## src/verilog/lic_pkg.sv

```systemverilog
// Constants and types shared by the line interface control block
package lic_pkg;
	// ==========================================================
	// Clock and timing
	localparam int SYS_CLK_MHZ = 100;
	localparam int HW_RST_HOLD_NS = 200;
	// Least hold time rounds up to whole cycles
	localparam int HW_RST_CYC = (HW_RST_HOLD_NS * SYS_CLK_MHZ + 999) / 1000;
	localparam int T1_RATE_HZ = 1544000;
	localparam int E1_RATE_HZ = 2048000;
	localparam int QUAL_SEC = 5;
	localparam int QUAL_BITS_T1_DEF = T1_RATE_HZ * QUAL_SEC;
	localparam int QUAL_BITS_E1_DEF = E1_RATE_HZ * QUAL_SEC;
	localparam int TOGGLE_WIN_DEF = 256;
	// ==========================================================
	// Signal absent detector
	localparam int LOS_ZERO_RUN = 175;
	localparam int LOS_WIN_BITS = 175;
	localparam int LOS_MAX_ZRUN = 100;
	localparam int LOS_DENS_DIV = 8;
	localparam int LOS_ONES_MIN = (LOS_WIN_BITS + LOS_DENS_DIV - 1) / LOS_DENS_DIV;
	// ==========================================================
	// Gain code frame
	localparam logic [2:0] GAIN_FRAME_LAST = 3'h4;
	localparam logic [1:0] GAIN_0DB = 2'h0;
	localparam logic [2:0] GAIN_0DB_LEN = 3'h4;
	// ==========================================================
	// Register map and fields
	localparam logic [7:0] ADR_CTRL = 8'h00;
	localparam logic [7:0] ADR_STAT = 8'h04;
	localparam logic [7:0] ADR_GAIN = 8'h08;
	localparam logic [7:0] ADR_SER = 8'h0c;
	localparam int CT_MARKS = 0;
	localparam int CT_NEAR = 1;
	localparam int CT_FAR = 2;
	localparam int CT_DEJITTER_PATH_SEL = 3;
	localparam int CT_LBO = 4;
	localparam logic [5:0] CTRL_RST = 6'h00;
	// ==========================================================
	// Synchroniser lanes
	localparam int SY_MODE = 0, SY_MCLK = 1, SY_OSC = 2, SY_RCLK = 3;
	localparam int SY_RXB = 4, SY_MARKS = 5, SY_NEAR = 6, SY_FAR = 7;
	localparam int SY_DEJITTER_PATH_SEL = 8, SY_LBO = 9, SY_SCLK = 11, SY_SDI = 12;
	localparam int SY_EDGE = 13, SY_UNI = 14, SY_E1 = 15, SY_AIS = 16;
	localparam int SY_GAIN = 17, SY_W = 19;
	// Recovered clock source
	typedef enum logic [1:0] {SRC_LINE, SRC_MCLK, SRC_HOLD, SRC_OSC}
		lic_rclk_src_t;
endpackage

```

## src/verilog/lic_top.sv

```systemverilog
// Line interface control, diagnostics and status logic
// Functional notes
// mode pin high selects host control
// mode tied to recovered clock enables B8ZS; the code also needs the unipolar input high
// master clock preferred over oscillator
// dejitter enabled by clocked or low oscillator; the code enables a low oscillator only with master clock present
// path select puts dejitter in rx or tx
// all marks select sends continuous ones
// far loopback overrides all marks
// near loopback loops whole datapath
// near loopback plus marks loops at dejitter
// near and far without marks resets
// all three selects enable loop code detection
// far loopback bypasses codecs, retransmits received
// two-bit build-out selects pulse shape
// 175 zeros raise signal absent flag
// density window clears signal absent flag
// loss with rx dejitter: master or hold
// loss without rx dejitter: master or oscillator
// loop-up pattern five seconds enters loopback
// loop-down pattern or loopback select exits
// gain code high 1-4 of five cycles
// alert pulled low on status change; the code drives it only in host mode
// serial input sampled on serial clock rise
// controller holds reset combination 200 ns
// host write of both loops clears registers
// serial output edge follows edge select
// five second timers count bits, restart
`timescale 1ns/1ns
module lic_top
	import lic_pkg::*;
#(
	parameter int QUAL_BITS_T1 = QUAL_BITS_T1_DEF,
	parameter int QUAL_BITS_E1 = QUAL_BITS_E1_DEF,
	parameter int TOGGLE_WIN = TOGGLE_WIN_DEF
)(
	// Clock and reset
	input wire logic I_CLK_SYS,
	input wire logic I_NRST,
	// Wishbone slave
	input wire logic I_WB_CYC,
	input wire logic I_WB_STB,
	input wire logic I_WB_WE,
	input wire logic [7:0] I_WB_ADR,
	input wire logic [31:0] I_WB_DAT,
	input wire logic [3:0] I_WB_SEL,
	output logic [31:0] O_WB_DAT,
	output logic O_WB_ACK,
	// Mode and reference pins
	input wire logic I_MODE_SEL,
	input wire logic I_MCLK,
	input wire logic I_OSC_REF_IN,
	input wire logic I_UNIPOLAR,
	input wire logic I_E1_SEL,
	// Hardware control pins
	input wire logic I_SEND_ALL_MARKS_SEL,
	input wire logic I_NEAR_END_LOOPBACK_SEL,
	input wire logic I_FAR_END_LOOPBACK_SEL,
	input wire logic I_DEJITTER_PATH_SEL,
	input wire logic [1:0] I_TX_PULSE_BUILDOUT_SEL,
	// Receive side
	input wire logic I_RCLK,
	input wire logic I_RX_BIT,
	input wire logic [1:0] I_EQ_GAIN,
	input wire logic I_ALL_ONES_ALARM,
	// Serial port
	input wire logic I_SCLK,
	input wire logic I_SERIAL_IN,
	input wire logic I_OUTPUT_EDGE_SEL,
	output logic O_SERIAL_OUT,
	// Configuration outputs
	output logic O_HOST_MODE,
	output logic O_B8ZS_EN,
	output logic O_REF_FROM_MCLK,
	output logic O_DEJITTER_EN,
	output logic O_DEJITTER_IN_RX,
	output logic [1:0] O_TX_PULSE_BUILDOUT,
	// Diagnostic path outputs
	output logic O_TX_ALL_MARKS,
	output logic O_NEAR_LOOP_LINE,
	output logic O_NEAR_LOOP_DEJITTER,
	output logic O_FAR_LOOP,
	output logic O_CODEC_BYPASS,
	output logic O_LOOP_DETECT_EN,
	output logic O_CAL_RESTART,
	// Status outputs
	output logic O_SIGNAL_ABSENT_FLAG,
	output lic_rclk_src_t O_RCLK_SRC,
	output logic O_INBAND_LOOP_STATE,
	output logic O_RX_GAIN_CODE_OUT,
	output logic O_ALERT_N_O,
	output logic O_ALERT_N_OE
);

	// ==========================================================
	// Input synchroniser and edge history
	logic [SY_W-1:0] sync1_ff; // First stage, read by sync2 only
	logic [SY_W-1:0] sync2_ff; // Settled pin levels
	logic [SY_W-1:0] prev_ff; // Previous settled levels for edges
	wire [SY_W-1:0] raw_pins = {I_EQ_GAIN, I_ALL_ONES_ALARM, I_E1_SEL,
		I_UNIPOLAR, I_OUTPUT_EDGE_SEL, I_SERIAL_IN, I_SCLK,
		I_TX_PULSE_BUILDOUT_SEL, I_DEJITTER_PATH_SEL,
		I_FAR_END_LOOPBACK_SEL, I_NEAR_END_LOOPBACK_SEL,
		I_SEND_ALL_MARKS_SEL, I_RX_BIT, I_RCLK, I_OSC_REF_IN, I_MCLK,
		I_MODE_SEL};

	// Every pin is asynchronous to the system clock
	always_ff @(posedge I_CLK_SYS or negedge I_NRST)
	begin
		if (!I_NRST)
		begin
			sync1_ff <= '0;
			sync2_ff <= '0;
			prev_ff <= '0;
		end
		else
		begin
			sync1_ff <= raw_pins;
			sync2_ff <= sync1_ff;
			prev_ff <= sync2_ff;
		end
	end

	wire [SY_W-1:0] pin_edge = sync2_ff ^ prev_ff;
	wire rx_rise = sync2_ff[SY_RCLK] & ~prev_ff[SY_RCLK];
	wire rx_bit = sync2_ff[SY_RXB];
	wire sclk_rise = sync2_ff[SY_SCLK] & ~prev_ff[SY_SCLK];
	wire sclk_fall = ~sync2_ff[SY_SCLK] & prev_ff[SY_SCLK];

	// ==========================================================
	// Activity detectors: mode, master clock, oscillator
	logic [2:0] tog; // Lane seen toggling within the window
	genvar g;
	for (g = 0; g < 3; g++)
	begin : g_act
		logic [15:0] idle_ff; // Cycles since the last edge, saturating
		// A static level is told from a clock by the gap between edges
		always_ff @(posedge I_CLK_SYS or negedge I_NRST)
		begin
			if (!I_NRST)
				idle_ff <= 16'(TOGGLE_WIN);
			else if (pin_edge[g])
				idle_ff <= 16'h0000;
			else if (idle_ff != 16'(TOGGLE_WIN))
				idle_ff <= idle_ff + 16'h0001;
		end
		assign tog[g] = (idle_ff != 16'(TOGGLE_WIN));
	end

	wire mode_tog = tog[SY_MODE];
	wire mclk_pres = tog[SY_MCLK];
	wire host_mode = sync2_ff[SY_MODE] & ~mode_tog;
	wire b8zs_en = mode_tog & sync2_ff[SY_UNI];
	// Clocked oscillator, or static low with master clock present
	wire ja_en = tog[SY_OSC] | (mclk_pres & ~sync2_ff[SY_OSC]);

	// ==========================================================
	// Register bus and control selection
	logic [5:0] ctrl_ff; // Host control bits
	logic wb_ack_ff; // Single-cycle acknowledge
	logic [31:0] wb_dat_ff; // Registered read data
	logic alert_ff; // Status change latched for the alert pin
	logic [7:0] ser_in_ff; // Bits shifted in from the serial input
	logic los_ff; // Signal absent flag
	logic inband_ff; // In-band network loopback state
	wire wb_req = I_WB_CYC & I_WB_STB & ~wb_ack_ff;
	wire ctrl_wr = wb_req & I_WB_WE & I_WB_SEL[0] & (I_WB_ADR == ADR_CTRL);
	wire stat_rd = wb_req & ~I_WB_WE & (I_WB_ADR == ADR_STAT);
	wire host_rst_wr = ctrl_wr & I_WB_DAT[CT_NEAR] & I_WB_DAT[CT_FAR];
	wire [5:0] ctl = host_mode ? ctrl_ff : sync2_ff[SY_LBO+1:SY_MARKS];
	wire sel_m = ctl[CT_MARKS];
	wire sel_n = ctl[CT_NEAR];
	wire sel_f = ctl[CT_FAR];
	wire three = sel_m & sel_n & sel_f;
	logic [7:0] rst_cnt_ff; // Cycles the reset combination is held
	wire hw_combo = ~host_mode & ~sel_m & sel_n & sel_f;
	wire hw_fire = hw_combo & (rst_cnt_ff == 8'(HW_RST_CYC - 1));
	wire dev_rst = hw_fire | host_rst_wr;

	// Host writes; both loop bits at once clear to zero instead
	always_ff @(posedge I_CLK_SYS or negedge I_NRST)
	begin
		if (!I_NRST)
			ctrl_ff <= CTRL_RST;
		else if (dev_rst)
			ctrl_ff <= CTRL_RST;
		else if (ctrl_wr)
			ctrl_ff <= I_WB_DAT[5:0];
	end

	// Hold counter; the controller keeps the combination long enough
	always_ff @(posedge I_CLK_SYS or negedge I_NRST)
	begin
		if (!I_NRST)
			rst_cnt_ff <= 8'h00;
		else if (!hw_combo)
			rst_cnt_ff <= 8'h00;
		else if (rst_cnt_ff != 8'(HW_RST_CYC))
			rst_cnt_ff <= rst_cnt_ff + 8'h01;
	end

	// Acknowledge and read data; unmapped reads return zero
	always_ff @(posedge I_CLK_SYS or negedge I_NRST)
	begin
		if (!I_NRST)
		begin
			wb_ack_ff <= 1'b0;
			wb_dat_ff <= 32'h0000_0000;
		end
		else
		begin
			wb_ack_ff <= wb_req;
			case (I_WB_ADR)
				ADR_CTRL: wb_dat_ff <= {26'h0, ctrl_ff};
				ADR_STAT: wb_dat_ff <= {24'h0, alert_ff, b8zs_en, mclk_pres,
					ja_en, host_mode, sync2_ff[SY_AIS], inband_ff, los_ff};
				ADR_GAIN: wb_dat_ff <= {30'h0, sync2_ff[SY_GAIN+1:SY_GAIN]};
				ADR_SER: wb_dat_ff <= {24'h0, ser_in_ff};
				default: wb_dat_ff <= 32'h0000_0000;
			endcase
		end
	end

	// ==========================================================
	// Signal absent detector, counted on recovered clock rises
	logic [7:0] zrun_ff; // Consecutive zeros, saturating
	logic win_act_ff; // Density window running
	logic [7:0] wcnt_ff; // Bits seen in the window
	logic [7:0] wones_ff; // Ones seen in the window
	logic [7:0] wzrun_ff; // Zero run inside the window
	wire los_hit = ~rx_bit & (zrun_ff == 8'(LOS_ZERO_RUN - 1));
	wire win_abort = ~rx_bit & (wzrun_ff == 8'(LOS_MAX_ZRUN - 1));
	wire win_last = win_act_ff & (wcnt_ff == 8'(LOS_WIN_BITS - 1));
	wire win_ok = win_last & ~win_abort &
		((wones_ff + {7'h0, rx_bit}) >= 8'(LOS_ONES_MIN));

	// Zero run counter
	always_ff @(posedge I_CLK_SYS or negedge I_NRST)
	begin
		if (!I_NRST)
			zrun_ff <= 8'h00;
		else if (rx_rise)
		begin
			if (rx_bit)
				zrun_ff <= 8'h00;
			else if (zrun_ff != 8'(LOS_ZERO_RUN))
				zrun_ff <= zrun_ff + 8'h01;
		end
	end

	// Flag: a fresh zero run beats a passing window
	always_ff @(posedge I_CLK_SYS or negedge I_NRST)
	begin
		if (!I_NRST)
			los_ff <= 1'b0;
		else if (rx_rise && los_hit)
			los_ff <= 1'b1;
		else if (rx_rise && win_ok)
			los_ff <= 1'b0;
	end

	// Recovery window opens on a one while the flag is up
	always_ff @(posedge I_CLK_SYS or negedge I_NRST)
	begin
		if (!I_NRST)
		begin
			win_act_ff <= 1'b0;
			wcnt_ff <= 8'h00;
			wones_ff <= 8'h00;
			wzrun_ff <= 8'h00;
		end
		else if (rx_rise)
		begin
			if (win_act_ff)
			begin
				wcnt_ff <= wcnt_ff + 8'h01;
				wones_ff <= wones_ff + {7'h0, rx_bit};
				wzrun_ff <= rx_bit ? 8'h00 : wzrun_ff + 8'h01;
				// Too long a zero run, or window complete
				if (win_abort || win_last)
					win_act_ff <= 1'b0;
			end
			else if (los_ff && rx_bit)
			begin
				win_act_ff <= 1'b1;
				wcnt_ff <= 8'h01;
				wones_ff <= 8'h01;
				wzrun_ff <= 8'h00;
			end
		end
	end

	// ==========================================================
	// In-band loop code qualification
	logic [5:0] hist_ff; // Last received bits
	logic [23:0] up_cnt_ff; // Bits of unbroken loop-up pattern
	logic [23:0] dn_cnt_ff; // Bits of unbroken loop-down pattern
	wire [5:0] nh = {hist_ff[4:0], rx_bit};
	wire up_match = (nh[5] == nh[0]) & ($countones(nh[4:0]) == 1);
	wire dn_match = (nh[3] == nh[0]) & ($countones(nh[2:0]) == 1);
	wire [23:0] qual = sync2_ff[SY_E1] ? 24'(QUAL_BITS_E1 - 1) :
		24'(QUAL_BITS_T1 - 1);
	wire up_fire = rx_rise & three & up_match & (up_cnt_ff == qual);
	wire dn_fire = rx_rise & three & dn_match & (dn_cnt_ff == qual);
	wire loop_sel = (sel_n | sel_f) & ~three;

	// Timers count line bits; any broken period restarts them
	always_ff @(posedge I_CLK_SYS or negedge I_NRST)
	begin
		if (!I_NRST)
		begin
			hist_ff <= 6'h00;
			up_cnt_ff <= 24'h000000;
			dn_cnt_ff <= 24'h000000;
		end
		else if (rx_rise)
		begin
			hist_ff <= nh;
			if (!three || !up_match)
				up_cnt_ff <= 24'h000000;
			else if (up_cnt_ff != qual)
				up_cnt_ff <= up_cnt_ff + 24'h000001;
			if (!three || !dn_match)
				dn_cnt_ff <= 24'h000000;
			else if (dn_cnt_ff != qual)
				dn_cnt_ff <= dn_cnt_ff + 24'h000001;
		end
	end

	// Loopback state: reset and exits take priority
	always_ff @(posedge I_CLK_SYS or negedge I_NRST)
	begin
		if (!I_NRST)
			inband_ff <= 1'b0;
		else if (dev_rst || dn_fire || loop_sel)
			inband_ff <= 1'b0;
		else if (up_fire)
			inband_ff <= 1'b1;
	end

	// ==========================================================
	// Gain code framing on recovered clock rises
	logic [2:0] phase_ff; // Position in the five-cycle frame
	logic gain_ff; // Encoded gain level
	wire [1:0] eq = sync2_ff[SY_GAIN+1:SY_GAIN];
	wire [2:0] glen = (eq == GAIN_0DB) ? GAIN_0DB_LEN : {1'b0, eq};
	wire [2:0] nxt_phase = (phase_ff == GAIN_FRAME_LAST) ? 3'h0 :
		phase_ff + 3'h1;

	// High for the first glen cycles of every frame
	always_ff @(posedge I_CLK_SYS or negedge I_NRST)
	begin
		if (!I_NRST)
		begin
			phase_ff <= 3'h0;
			gain_ff <= 1'b0;
		end
		else if (rx_rise)
		begin
			phase_ff <= nxt_phase;
			gain_ff <= (nxt_phase < glen);
		end
	end

	// ==========================================================
	// Alert and serial port
	logic [2:0] stat_prev_ff; // Watched status one cycle back
	logic [7:0] ser_out_sh_ff; // Status byte being shifted out
	logic [2:0] ser_cnt_ff; // Bits shifted out of the byte
	wire [2:0] stat_now = {inband_ff, sync2_ff[SY_AIS], los_ff};
	wire stat_chg = |(stat_now ^ stat_prev_ff);
	// Update on the opposite edge so the bit is steady on the chosen one
	wire ser_upd = sync2_ff[SY_EDGE] ? sclk_fall : sclk_rise;

	// Sticky change flag: a change in the clearing read still wins
	always_ff @(posedge I_CLK_SYS or negedge I_NRST)
	begin
		if (!I_NRST)
		begin
			stat_prev_ff <= 3'h0;
			alert_ff <= 1'b0;
		end
		else
		begin
			stat_prev_ff <= stat_now;
			if (stat_chg)
				alert_ff <= 1'b1;
			else if (stat_rd || dev_rst)
				alert_ff <= 1'b0;
		end
	end

	// Serial input bits taken on serial clock rises
	always_ff @(posedge I_CLK_SYS or negedge I_NRST)
	begin
		if (!I_NRST)
			ser_in_ff <= 8'h00;
		else if (dev_rst)
			ser_in_ff <= 8'h00;
		else if (sclk_rise)
			ser_in_ff <= {ser_in_ff[6:0], sync2_ff[SY_SDI]};
	end

	// Status byte shifted out most significant bit first
	always_ff @(posedge I_CLK_SYS or negedge I_NRST)
	begin
		if (!I_NRST)
		begin
			ser_out_sh_ff <= 8'h00;
			ser_cnt_ff <= 3'h0;
			O_SERIAL_OUT <= 1'b0;
		end
		else if (ser_upd)
		begin
			O_SERIAL_OUT <= ser_out_sh_ff[7];
			ser_cnt_ff <= ser_cnt_ff + 3'h1;
			ser_out_sh_ff <= (ser_cnt_ff == 3'h7) ?
				{5'h00, stat_now} : {ser_out_sh_ff[6:0], 1'b0};
		end
	end

	// ==========================================================
	// Path decode and registered outputs
	wire far_eff = (sel_f & ~sel_n) | inband_ff;
	wire ja_rx = ja_en & ctl[CT_DEJITTER_PATH_SEL];
	lic_rclk_src_t nxt_src; // Recovered clock source

	// Clock source during signal loss
	always_comb
	begin
		nxt_src = SRC_LINE;
		if (los_ff && ja_rx)
			nxt_src = mclk_pres ? SRC_MCLK : SRC_HOLD;
		else if (los_ff)
			nxt_src = mclk_pres ? SRC_MCLK : SRC_OSC;
	end

	// All outputs from flip-flops
	always_ff @(posedge I_CLK_SYS or negedge I_NRST)
	begin
		if (!I_NRST)
		begin
			O_HOST_MODE <= 1'b0;
			O_B8ZS_EN <= 1'b0;
			O_REF_FROM_MCLK <= 1'b0;
			O_DEJITTER_EN <= 1'b0;
			O_DEJITTER_IN_RX <= 1'b0;
			O_TX_PULSE_BUILDOUT <= 2'h0;
			O_TX_ALL_MARKS <= 1'b0;
			O_NEAR_LOOP_LINE <= 1'b0;
			O_NEAR_LOOP_DEJITTER <= 1'b0;
			O_FAR_LOOP <= 1'b0;
			O_CODEC_BYPASS <= 1'b0;
			O_LOOP_DETECT_EN <= 1'b0;
			O_CAL_RESTART <= 1'b0;
			O_RCLK_SRC <= SRC_LINE;
			O_ALERT_N_O <= 1'b0;
			O_ALERT_N_OE <= 1'b0;
		end
		else
		begin
			O_HOST_MODE <= host_mode;
			O_B8ZS_EN <= b8zs_en;
			O_REF_FROM_MCLK <= mclk_pres;
			O_DEJITTER_EN <= ja_en;
			O_DEJITTER_IN_RX <= ja_rx;
			O_TX_PULSE_BUILDOUT <= ctl[CT_LBO+1:CT_LBO];
			O_TX_ALL_MARKS <= sel_m & ~far_eff;
			O_NEAR_LOOP_LINE <= sel_n & ~sel_f & ~sel_m;
			O_NEAR_LOOP_DEJITTER <= sel_n & ~sel_f & sel_m;
			O_FAR_LOOP <= far_eff;
			O_CODEC_BYPASS <= far_eff;
			O_LOOP_DETECT_EN <= three;
			O_CAL_RESTART <= dev_rst;
			O_RCLK_SRC <= nxt_src;
			O_ALERT_N_O <= 1'b0;
			O_ALERT_N_OE <= alert_ff & host_mode;
		end
	end
	assign O_WB_ACK = wb_ack_ff;
	assign O_WB_DAT = wb_dat_ff;
	assign O_SIGNAL_ABSENT_FLAG = los_ff;
	assign O_INBAND_LOOP_STATE = inband_ff;
	assign O_RX_GAIN_CODE_OUT = gain_ff;
endmodule
```

## config.mk

```make
export PLATFORM = sky130hd
export DESIGN_NAME = lic_top
export DESIGN_NICKNAME = d
export VERILOG_FILES = /design/src/verilog/lic_pkg.sv /design/src/verilog/lic_top.sv
export SDC_FILE = /design/constraint.sdc
export NUM_CORES = 1
export LEC_CHECK = 0
export BUFFER_PORTS_ARGS = -buffer_cell sky130_fd_sc_hd__buf_2
export CAP_MARGIN = 20
export CELL_PAD_IN_SITES_DETAIL_PLACEMENT = 0
export CELL_PAD_IN_SITES_GLOBAL_PLACEMENT = 1
export CORE_UTILIZATION = 45
export CTS_BUF_LIST = sky130_fd_sc_hd__clkbuf_4
export CTS_CLUSTER_DIAMETER = 50
export CTS_CLUSTER_SIZE = 10
export DETAILED_ROUTE_END_ITERATION = 6
export GPL_TIMING_DRIVEN = 0
export PLACE_DENSITY_LB_ADDON = 0.08
export RECOVER_POWER = 50
export SETUP_SLACK_MARGIN = 0.4
export SLEW_MARGIN = 10
export SYNTH_ARGS = -nofsm -noshare
export SYNTH_HDL_FRONTEND = slang
export SYNTH_SLANG_ARGS = --single-unit
```

## constraint.sdc

```tcl
create_clock -name I_CLK_SYS -period 5.97 [get_ports I_CLK_SYS]
set_input_delay 0.597 -clock I_CLK_SYS [delete_from_list [all_inputs] [get_ports I_CLK_SYS]]
set_output_delay 0.597 -clock I_CLK_SYS [all_outputs]
set_load 0.05 [all_outputs]
```

==> flow_summary.yaml, run 1 <==
global_routing:
  grt_pass1_vias: 8398
  antenna_found_initial: 1
  grt_use_total: 0.198
  grt_overflow: 0
  grt_pass1_wl_um: 42800
  grt_max_degree: 96
synthesis:
  syn_avg_cell_area_um2: 9.97
  synth-edff-count: 0
  synth.area.top_cells: "dfrtp_1 52%, nor2_1 4.2%, nand2_1 3.5%"
  ys_ff_latch: 246
  seq_area_frac_synth: 0.522
  async_reset_ff_frac: 1.00
  ys.flop_type: "dfrtp_1"
  synth_cell_type_count: 65
  postSynthCellCount: 1182
  synth.most_common_cell: "dfrtp_1"
  yosys.area.top_type_share: 0.516
  synth_area_um2: 11800
  synth_common_cells: "243 x dfrtp_1, 131 x nor2_1, 111 x nand2_1"
  synth_top_area_cell: "dfrtp_1"
  ys_warn_count: 0
setup_path:
  startpoint_type: "flop"
  cp.required_ns: 6.54
  r2r_slack_ns: 2.38
  reg2regPathDepth: 11
  critPathCaptureType: "flop"
  cp_max_fo: 10
  worstPathArrival_ns: 4.16
  r2r_end: "dn_cnt_ff[16]$_DFFE_PN0P_"
  critical_path_class: "flop to flop"
  timing.rr.start: "g_act[0].idle_ff[0]$_DFFE_PN0P_"
floorplanning:
  io_pins: 123
  chipHeight_um: 164
  die_width_um: 164
  dieArea_um2: 26900
  rows: 58
  start_util: 0.463
  fp.coreArea_um2: 25500
outcome:
  status: "complete, but fails checks"
  violations: "capacitance limit, slew limit"
timing:
  slew_headroom: -0.542
  fin_skew_ns: 0.0188
  setup_viol: 0
  max_freq_mhz: 279
  finalCriticalPeriod_ns: 3.59
  min_period_over_period: 0.601
  hold_viol_final: 0
  worstMarginPinSlew_ns: 2.31
  slew_viol_final: 96
  grt_setup_unrepaired: "false"
cells_and_area:
  syn_to_final_growth_pct: 12.0
  drive_gt1_frac: 0.139
  multiInputGateArea_um2: 5180
  fillers: 2401
  final_cells: 1670
  utilization: 0.518
  nNetsFinal: 1414
  register_area_um2: 6160
routing:
  vias: 8838
  wl_per_cell_um: 15.4
  ant_nets: 0
  drt_iter0_drc: 506
  wirelength_um: 25800
  vias_per_cell: 5.29
  route.detailed.drc: 0
  first_pass_iters: 5
clock_tree:
  cts_tree: "yes"
  cts_resized: 0
  root_buffer: "clkbuf_4"
  htreeDepth: 2
  numCtsBuffers: 34
  clock_latency_ns: 0.62
  cts.sinks: 246
  cts.path.max_buffers: 3
  clk_pin_slew_ns: 0.11
power_and_ir_drop:
  seqPwrFrac: 0.544
  power_density_nw_per_um2: 257
  clock_power_share: 0.324
  ir_drop_v: 0.000160
  p_leak_nw: 5.87
  sw_frac_of_total: 0.281
  switchingPower_w: 0.000953
  combPwrFrac: 0.132
  power.internal_w: 0.00244
place:
  place.gp.congestion: 0.794
  io_buffers: 67
  dp_hpwl_um: 17600
  numPlacedInstances: 1605
job:
  cap_violations: 1
worst_hold_path:
  hold_depth: 1
  hold_path.class: "input pin to flop"
  hold_path_end: "sync1_ff[9]$_DFF_PN0_"
  min_from: "I_TX_PULSE_BUILDOUT_SEL[0]"
==> cells by family after synthesis <==
group | after synthesis | share of synthesized area
adders and majority gates | 30 | 0.0337
muxes | 29 | 0.0278
xor gates and xnor gates | 77 | 0.0572
and+or+nand+nor | 514 | 0.223
other | 1 | 0.000318
AOI/OAI and AO/OA | 177 | 0.0895
buffers and inverters | 108 | 0.0458
DFF | 246 | 0.522
==> per-stage QoR <==
step / cell area, um^2 / hold WS (ns) / power (W) / TNS [ns] / setup slack [ns]
3_3_place_gp: 12600 / 0.331 / 0.00232 / -36.92 / -0.178
4_1_cts: 13200 / 0.0127 / 0.00345 / 0 / 2.38
6_report: 13200 / 0.0743 / 0.00339 / 0 / 2.38
5_1_grt: 13200 / -0.0000864 / 0.00360 / 0 / 2.16
2_1_floorplan: 11900 / 0.301 / 0.00218 / 0 / 2.82
3_5_place_dp: 12700 / 0.336 / 0.00233 / 0 / 2.41
==> critical path, cell delays in order, from the launching register on <==
cell and delay [ns]:
dfrtp_1 0.42, inv_1 0.10, ha_1 0.18, or4b_1 0.45, or4_1 0.55, buf_6 0.18
clkinv_8 0.08, mux2_4 0.34, inv_1 0.23, nand2_1 0.22, or4b_2 0.68, nand3_1 0.10
==> registers in the layout, indices dropped and copies added, names as in the netlist, 19 cells and up <==
register	flops
g_act.idle_ff	48
dn_cnt_ff	24
up_cnt_ff	24
sync1_ff	19
sync2_ff	19
==> how the worst max path moves through the flow <==
stage                                    startpoint  depth (start not counted)                   endpoint
floorplan           g_act[0].idle_ff[0]$_DFFE_PN0P_                         11  dn_cnt_ff[16]$_DFFE_PN0P_
global placement                             I_NRST                          1  dn_cnt_ff[14]$_DFFE_PN0P_
detailed placement  g_act[0].idle_ff[0]$_DFFE_PN0P_                         11  dn_cnt_ff[16]$_DFFE_PN0P_
CTS                 g_act[0].idle_ff[0]$_DFFE_PN0P_                         11  dn_cnt_ff[16]$_DFFE_PN0P_
global route                                 I_NRST                          3     zrun_ff[5]$_DFFE_PN0P_
finish              g_act[0].idle_ff[0]$_DFFE_PN0P_                         11  dn_cnt_ff[16]$_DFFE_PN0P_
==> timing repair <==
| action | CTS | global route |
|---|---|---|
| hold buffers | 1 | 3 |
| hold endpoints to repair | 83 | 3 |
| setup buffers | 0 | 0 |
| setup endpoints to repair | 0 | 0 |
==> layout make-up <==
| class | count | area share |
|---|---|---|
| diodes | 1 | 0.000189 |
| plain buffers | 62 | 0.0269 |
| inverters | 46 | 0.0140 |
| clock inverters | 12 | 0.0104 |
| repair buffers | 74 | 0.0318 |
| flip-flops and latches | 246 | 0.466 |
| clock buffers | 47 | 0.0267 |
| multi-input cells | 852 | 0.392 |
| well taps | 330 | 0.0313 |
==> metal layers <==
layer | vias to the layer above | GRT usage | wire [um]
li1 | 4391 | - | -
met2 | 166 | 0.315 | 11700
met5 | - | 0 | 0
met4 | 0 | 0.0480 | 464
met3 | 37 | 0.0338 | 1110
met1 | 4244 | 0.281 | 12600
==> cell usage in the layout, fill, tap and decap left out, types with 24 or more instances in the layout <==
cell and n:
a21oi_1 42, buf_2 66, buf_4 28, clkbuf_1 30
clkbuf_4 47, conb_1 25, dfrtp_1 243, ha_1 27
inv_1 45, nand2_1 111, nand3_1 77, nand4_1 30
nor2_1 131, o21ai_0 74, or3_1 24, xnor2_1 30
xor2_1 47
==> power by group through the flow <==
stage,registers (W),clock network (W),logic (W)
2_1_floorplan,0.00189,0,0.000292
4_1_cts,0.00185,0.00115,0.000456
5_1_grt,0.00186,0.00122,0.000512
3_5_place_dp,0.00188,0,0.000454
6_report,0.00185,0.00110,0.000447
3_3_place_gp,0.00188,0,0.000439
Note: power is estimated with default switching activity, not from simulation.
==> run 2: changes to the inputs <==
--- a/config.mk
+++ b/config.mk
@@ -5,6 +5,7 @@
 export SDC_FILE = /design/constraint.sdc
 export NUM_CORES = 1
 export LEC_CHECK = 0
+export ABC_AREA = 1
 export BUFFER_PORTS_ARGS = -buffer_cell sky130_fd_sc_hd__buf_2
 export CAP_MARGIN = 20
 export CELL_PAD_IN_SITES_DETAIL_PLACEMENT = 0
==> constraint.sdc (replaced) <==
create_clock -name I_CLK_SYS -period 3.8 [get_ports I_CLK_SYS]
set_input_delay 0.38 -clock I_CLK_SYS [delete_from_list [all_inputs] [get_ports I_CLK_SYS]]
set_output_delay 0.38 -clock I_CLK_SYS [all_outputs]
set_load 0.05 [all_outputs]
==> run 2 against run 1 <==
Compared with the run above:
- the run still ends with capacitance limit, slew limit left
- flip-flop and latch count unchanged
- clock power increased by 78%
- clock skew increased by 0.011 ns
- maximum frequency increased by 13%
- synthesized cell count increased by 27%
- hold slack improved by 0.035 ns
- combinational power increased by 64%
- final area increased by 8.2%
- critical path depth increased by 2
- utilization increased by 0.86 points
- clock-buffer cell count increased by 1
==> flow_summary.yaml, run 2 <==
worst_hold_path:
  hold_path.class: "input pin to flop"
  hold_depth: 3
  min_from: "I_WB_WE"
  hold_path_end: "alert_ff$_DFFE_PN0P_"
clock_tree:
  numCtsBuffers: 38
  cts.sinks: 246
  post_cts_buffers: 0
  htreeDepth: 2
  clock_latency_ns: 0.65
  clk_pin_slew_ns: 0.11
  root_buffer: "clkbuf_4"
  cts.path.max_buffers: 3
  cts_tree: "yes"
timing:
  worstMarginPinSlew_ns: 2.01
  slew_viol_final: 78
  fin_skew_ns: 0.0299
  slew_headroom: -0.338
  fin_tns_setup_ns: 0
  setup_ws_ns: 0.634
  finalCriticalPeriod_ns: 3.17
  max_freq_mhz: 316
  grt_setup_unrepaired: "false"
  hold_viol_final: 0
  min_period_over_period: 0.833
  setup_viol: 0
  holdWs_ns: 0.109
setup_path:
  r2r_end: "up_cnt_ff[14]$_DFFE_PN0P_"
  startpoint_type: "flop"
  r2r_slack_ns: 0.63
  cp_max_fo: 10
  critical_path_class: "flop to flop"
  cp.required_ns: 4.33
  critPathCaptureType: "flop"
  worstPathArrival_ns: 3.70
  timing.rr.start: "sync2_ff[4]$_DFF_PN0_"
  reg2regPathDepth: 13
cells_and_area:
  drive_gt1_frac: 0.113
  layout_commonest_cell: "nand2_1"
  fillers: 2688
  layout_common_cells: "295 x nand2_1, 243 x dfrtp_1, 207 x inv_1"
  nNetsFinal: 1758
  finalInstanceArea_um2: 14300
  regMostFlops: "g_act.idle_ff"
  reg_top3: "g_act.idle_ff: 48 flops, dn_cnt_ff: 24 flops, up_cnt_ff: 24 flops"
  syn_to_final_growth_pct: 14.2
  largest_reg_flops: 48
synthesis:
  yosys.area.top_type_share: 0.486
  muxShareOfSynthArea: 0.00180
  synth_area_um2: 12500
  postSynthCellCount: 1500
  synth_cell_type_count: 48
  synth-simple-area-share: 0.262
  synth_top_family_by_area: "simple AND/OR/NAND/NOR gates"
  synth.area.top_cells: "dfrtp_1 49%, nand2_1 8.9%, inv_1 6.2%"
  synth.most_common_cell: "nand2_1"
  synth_common_cells: "295 x nand2_1, 243 x dfrtp_1, 207 x inv_1"
  ys_ff_latch: 246
  seq_area_frac_synth: 0.492
  synth_compound_area_frac: 0.0789
  synth_top_area_cell: "dfrtp_1"
  synth-edff-count: 0
  ys_warn_count: 0
  syn_avg_cell_area_um2: 8.34
  async_reset_ff_frac: 1.00
  synthXorXnorAreaFrac: 0.0399
  synthAdderAreaFrac: 0.0318
  ys.flop_type: "dfrtp_1"
routing:
  route.detailed.drc: 0
  ant_nets: 0
  wirelength_um: 28100
  wl_met2_um: 12800
  drt_iter0_drc: 675
  routed-wl-met3_um: 1070
  highest_layer: "met4"
  drt-met1-wl_um: 13800
  vias_per_cell: 4.89
  first_pass_iters: 5
  vias: 10062
  wl_per_cell_um: 13.7
power_and_ir_drop:
  power_density_nw_per_um2: 388
  p_leak_nw: 6.94
  ir_drop_v: 0.000258
floorplanning:
  chipHeight_um: 169
  start_util: 0.461
  io_pins: 123
  die_width_um: 169
  rows: 60
  dieArea_um2: 28500
  fp.coreArea_um2: 27100
global_routing:
  grt_use_total: 0.209
  grt_pass1_vias: 9924
  antenna_found_initial: 1
  grt_max_degree: 106
  grt_overflow: 0
  grt_pass1_wl_um: 48700
outcome:
  violations: "capacitance limit, slew limit"
  status: "complete, but fails checks"
place:
  place.gp.congestion: 0.890
  dp_hpwl_um: 20200
  placed_cell_area_um2: 13500
  io_buffers: 68
  pre_cts_slack_ns: 0.354
job:
  cap_violations: 1
-- run 2: cell families (layout without fill, tap and decap cells) --
family	after synthesis	count (layout)
compound gates	173	173
mux	2	2
simple gates	720	720
other cells	1	26
xor+xnor	57	57
fa+ha+maj	30	30
buf+inv	271	432
flops	246	246
-- run 2: worst max-delay path, stage by stage, from the launching register on --
cell and delay [ns]:
dfrtp_1 0.45, ha_1 0.33, inv_1 0.06, fa_1 0.47, inv_1 0.04, ha_1 0.18, fa_1 0.48, nor4_4 0.28
inv_1 0.13, nor2_4 0.17, nand2_2 0.09, buf_2 0.20, nand3_1 0.11, nand2_1 0.06
-- run 2: routing by layer --
| metal | up-vias | global-route usage |
|---|---|---|
| li1 | 5204 | - |
| met3 | 33 | 0.0323 |
| met2 | 156 | 0.339 |
| met5 | - | 0 |
| met4 | 0 | 0.0530 |
| met1 | 4669 | 0.292 |
-- run 2: power by group --
part / internal (W) / leakage (nW) / total [W] / switching [W]
sequential: 0.00276 / 3.23 / 0.00285 / 0.0000904
combinational: 0.000250 / 3.39 / 0.000733 / 0.000483
clock: 0.000955 / 0.321 / 0.00196 / 0.00100
-- run 2: worst max-delay path by stage --
stage,slack [ns],depth (start not counted),to,from
2_1_floorplan,0.88,13,up_cnt_ff[3]$_DFFE_PN0P_,sync2_ff[4]$_DFF_PN0_
3_3_place_gp,-2.17,1,wones_ff[1]$_DFFE_PN0P_,I_NRST
3_5_place_dp,0.35,12,up_cnt_ff[15]$_DFFE_PN0P_,sync2_ff[4]$_DFF_PN0_
4_1_cts,0.45,12,up_cnt_ff[15]$_DFFE_PN0P_,sync2_ff[4]$_DFF_PN0_
5_1_grt,0.43,13,up_cnt_ff[14]$_DFFE_PN0P_,sync2_ff[4]$_DFF_PN0_
6_report,0.63,13,up_cnt_ff[14]$_DFFE_PN0P_,sync2_ff[4]$_DFF_PN0_
-- run 2: per-stage QoR --
stage / total power (W) / instances / utilization
3_5_place_dp: 0.00361 / 1966 / 0.497
2_1_floorplan: 0.00338 / 1524 / -
3_3_place_gp: 0.00359 / 1964 / 0.495
5_1_grt: 0.00587 / 2058 / 0.527
4_1_cts: 0.00563 / 2057 / 0.528
6_report: 0.00554 / 2058 / 0.527
-- run 2: area by class of cell --
class	count	area, um^2	share of cell area
flip-flops and latches	246	6160	0.431
plain buffers	62	375	0.0263
multi-input cells	1007	5280	0.370
diodes	1	2.50	0.000175
repair buffers	96	634	0.0444
clock buffers	48	360	0.0252
clock inverters	17	221	0.0155
well taps	372	465	0.0326
inverters	209	785	0.0549
-- run 2: what timing repair did --
item	4_1_cts	5_1_grt
resized for setup	1	4
endpoints found under the setup margin	20	20
hold buffers	26	0
hold endpoints to repair	89	0
pin swaps	0	2
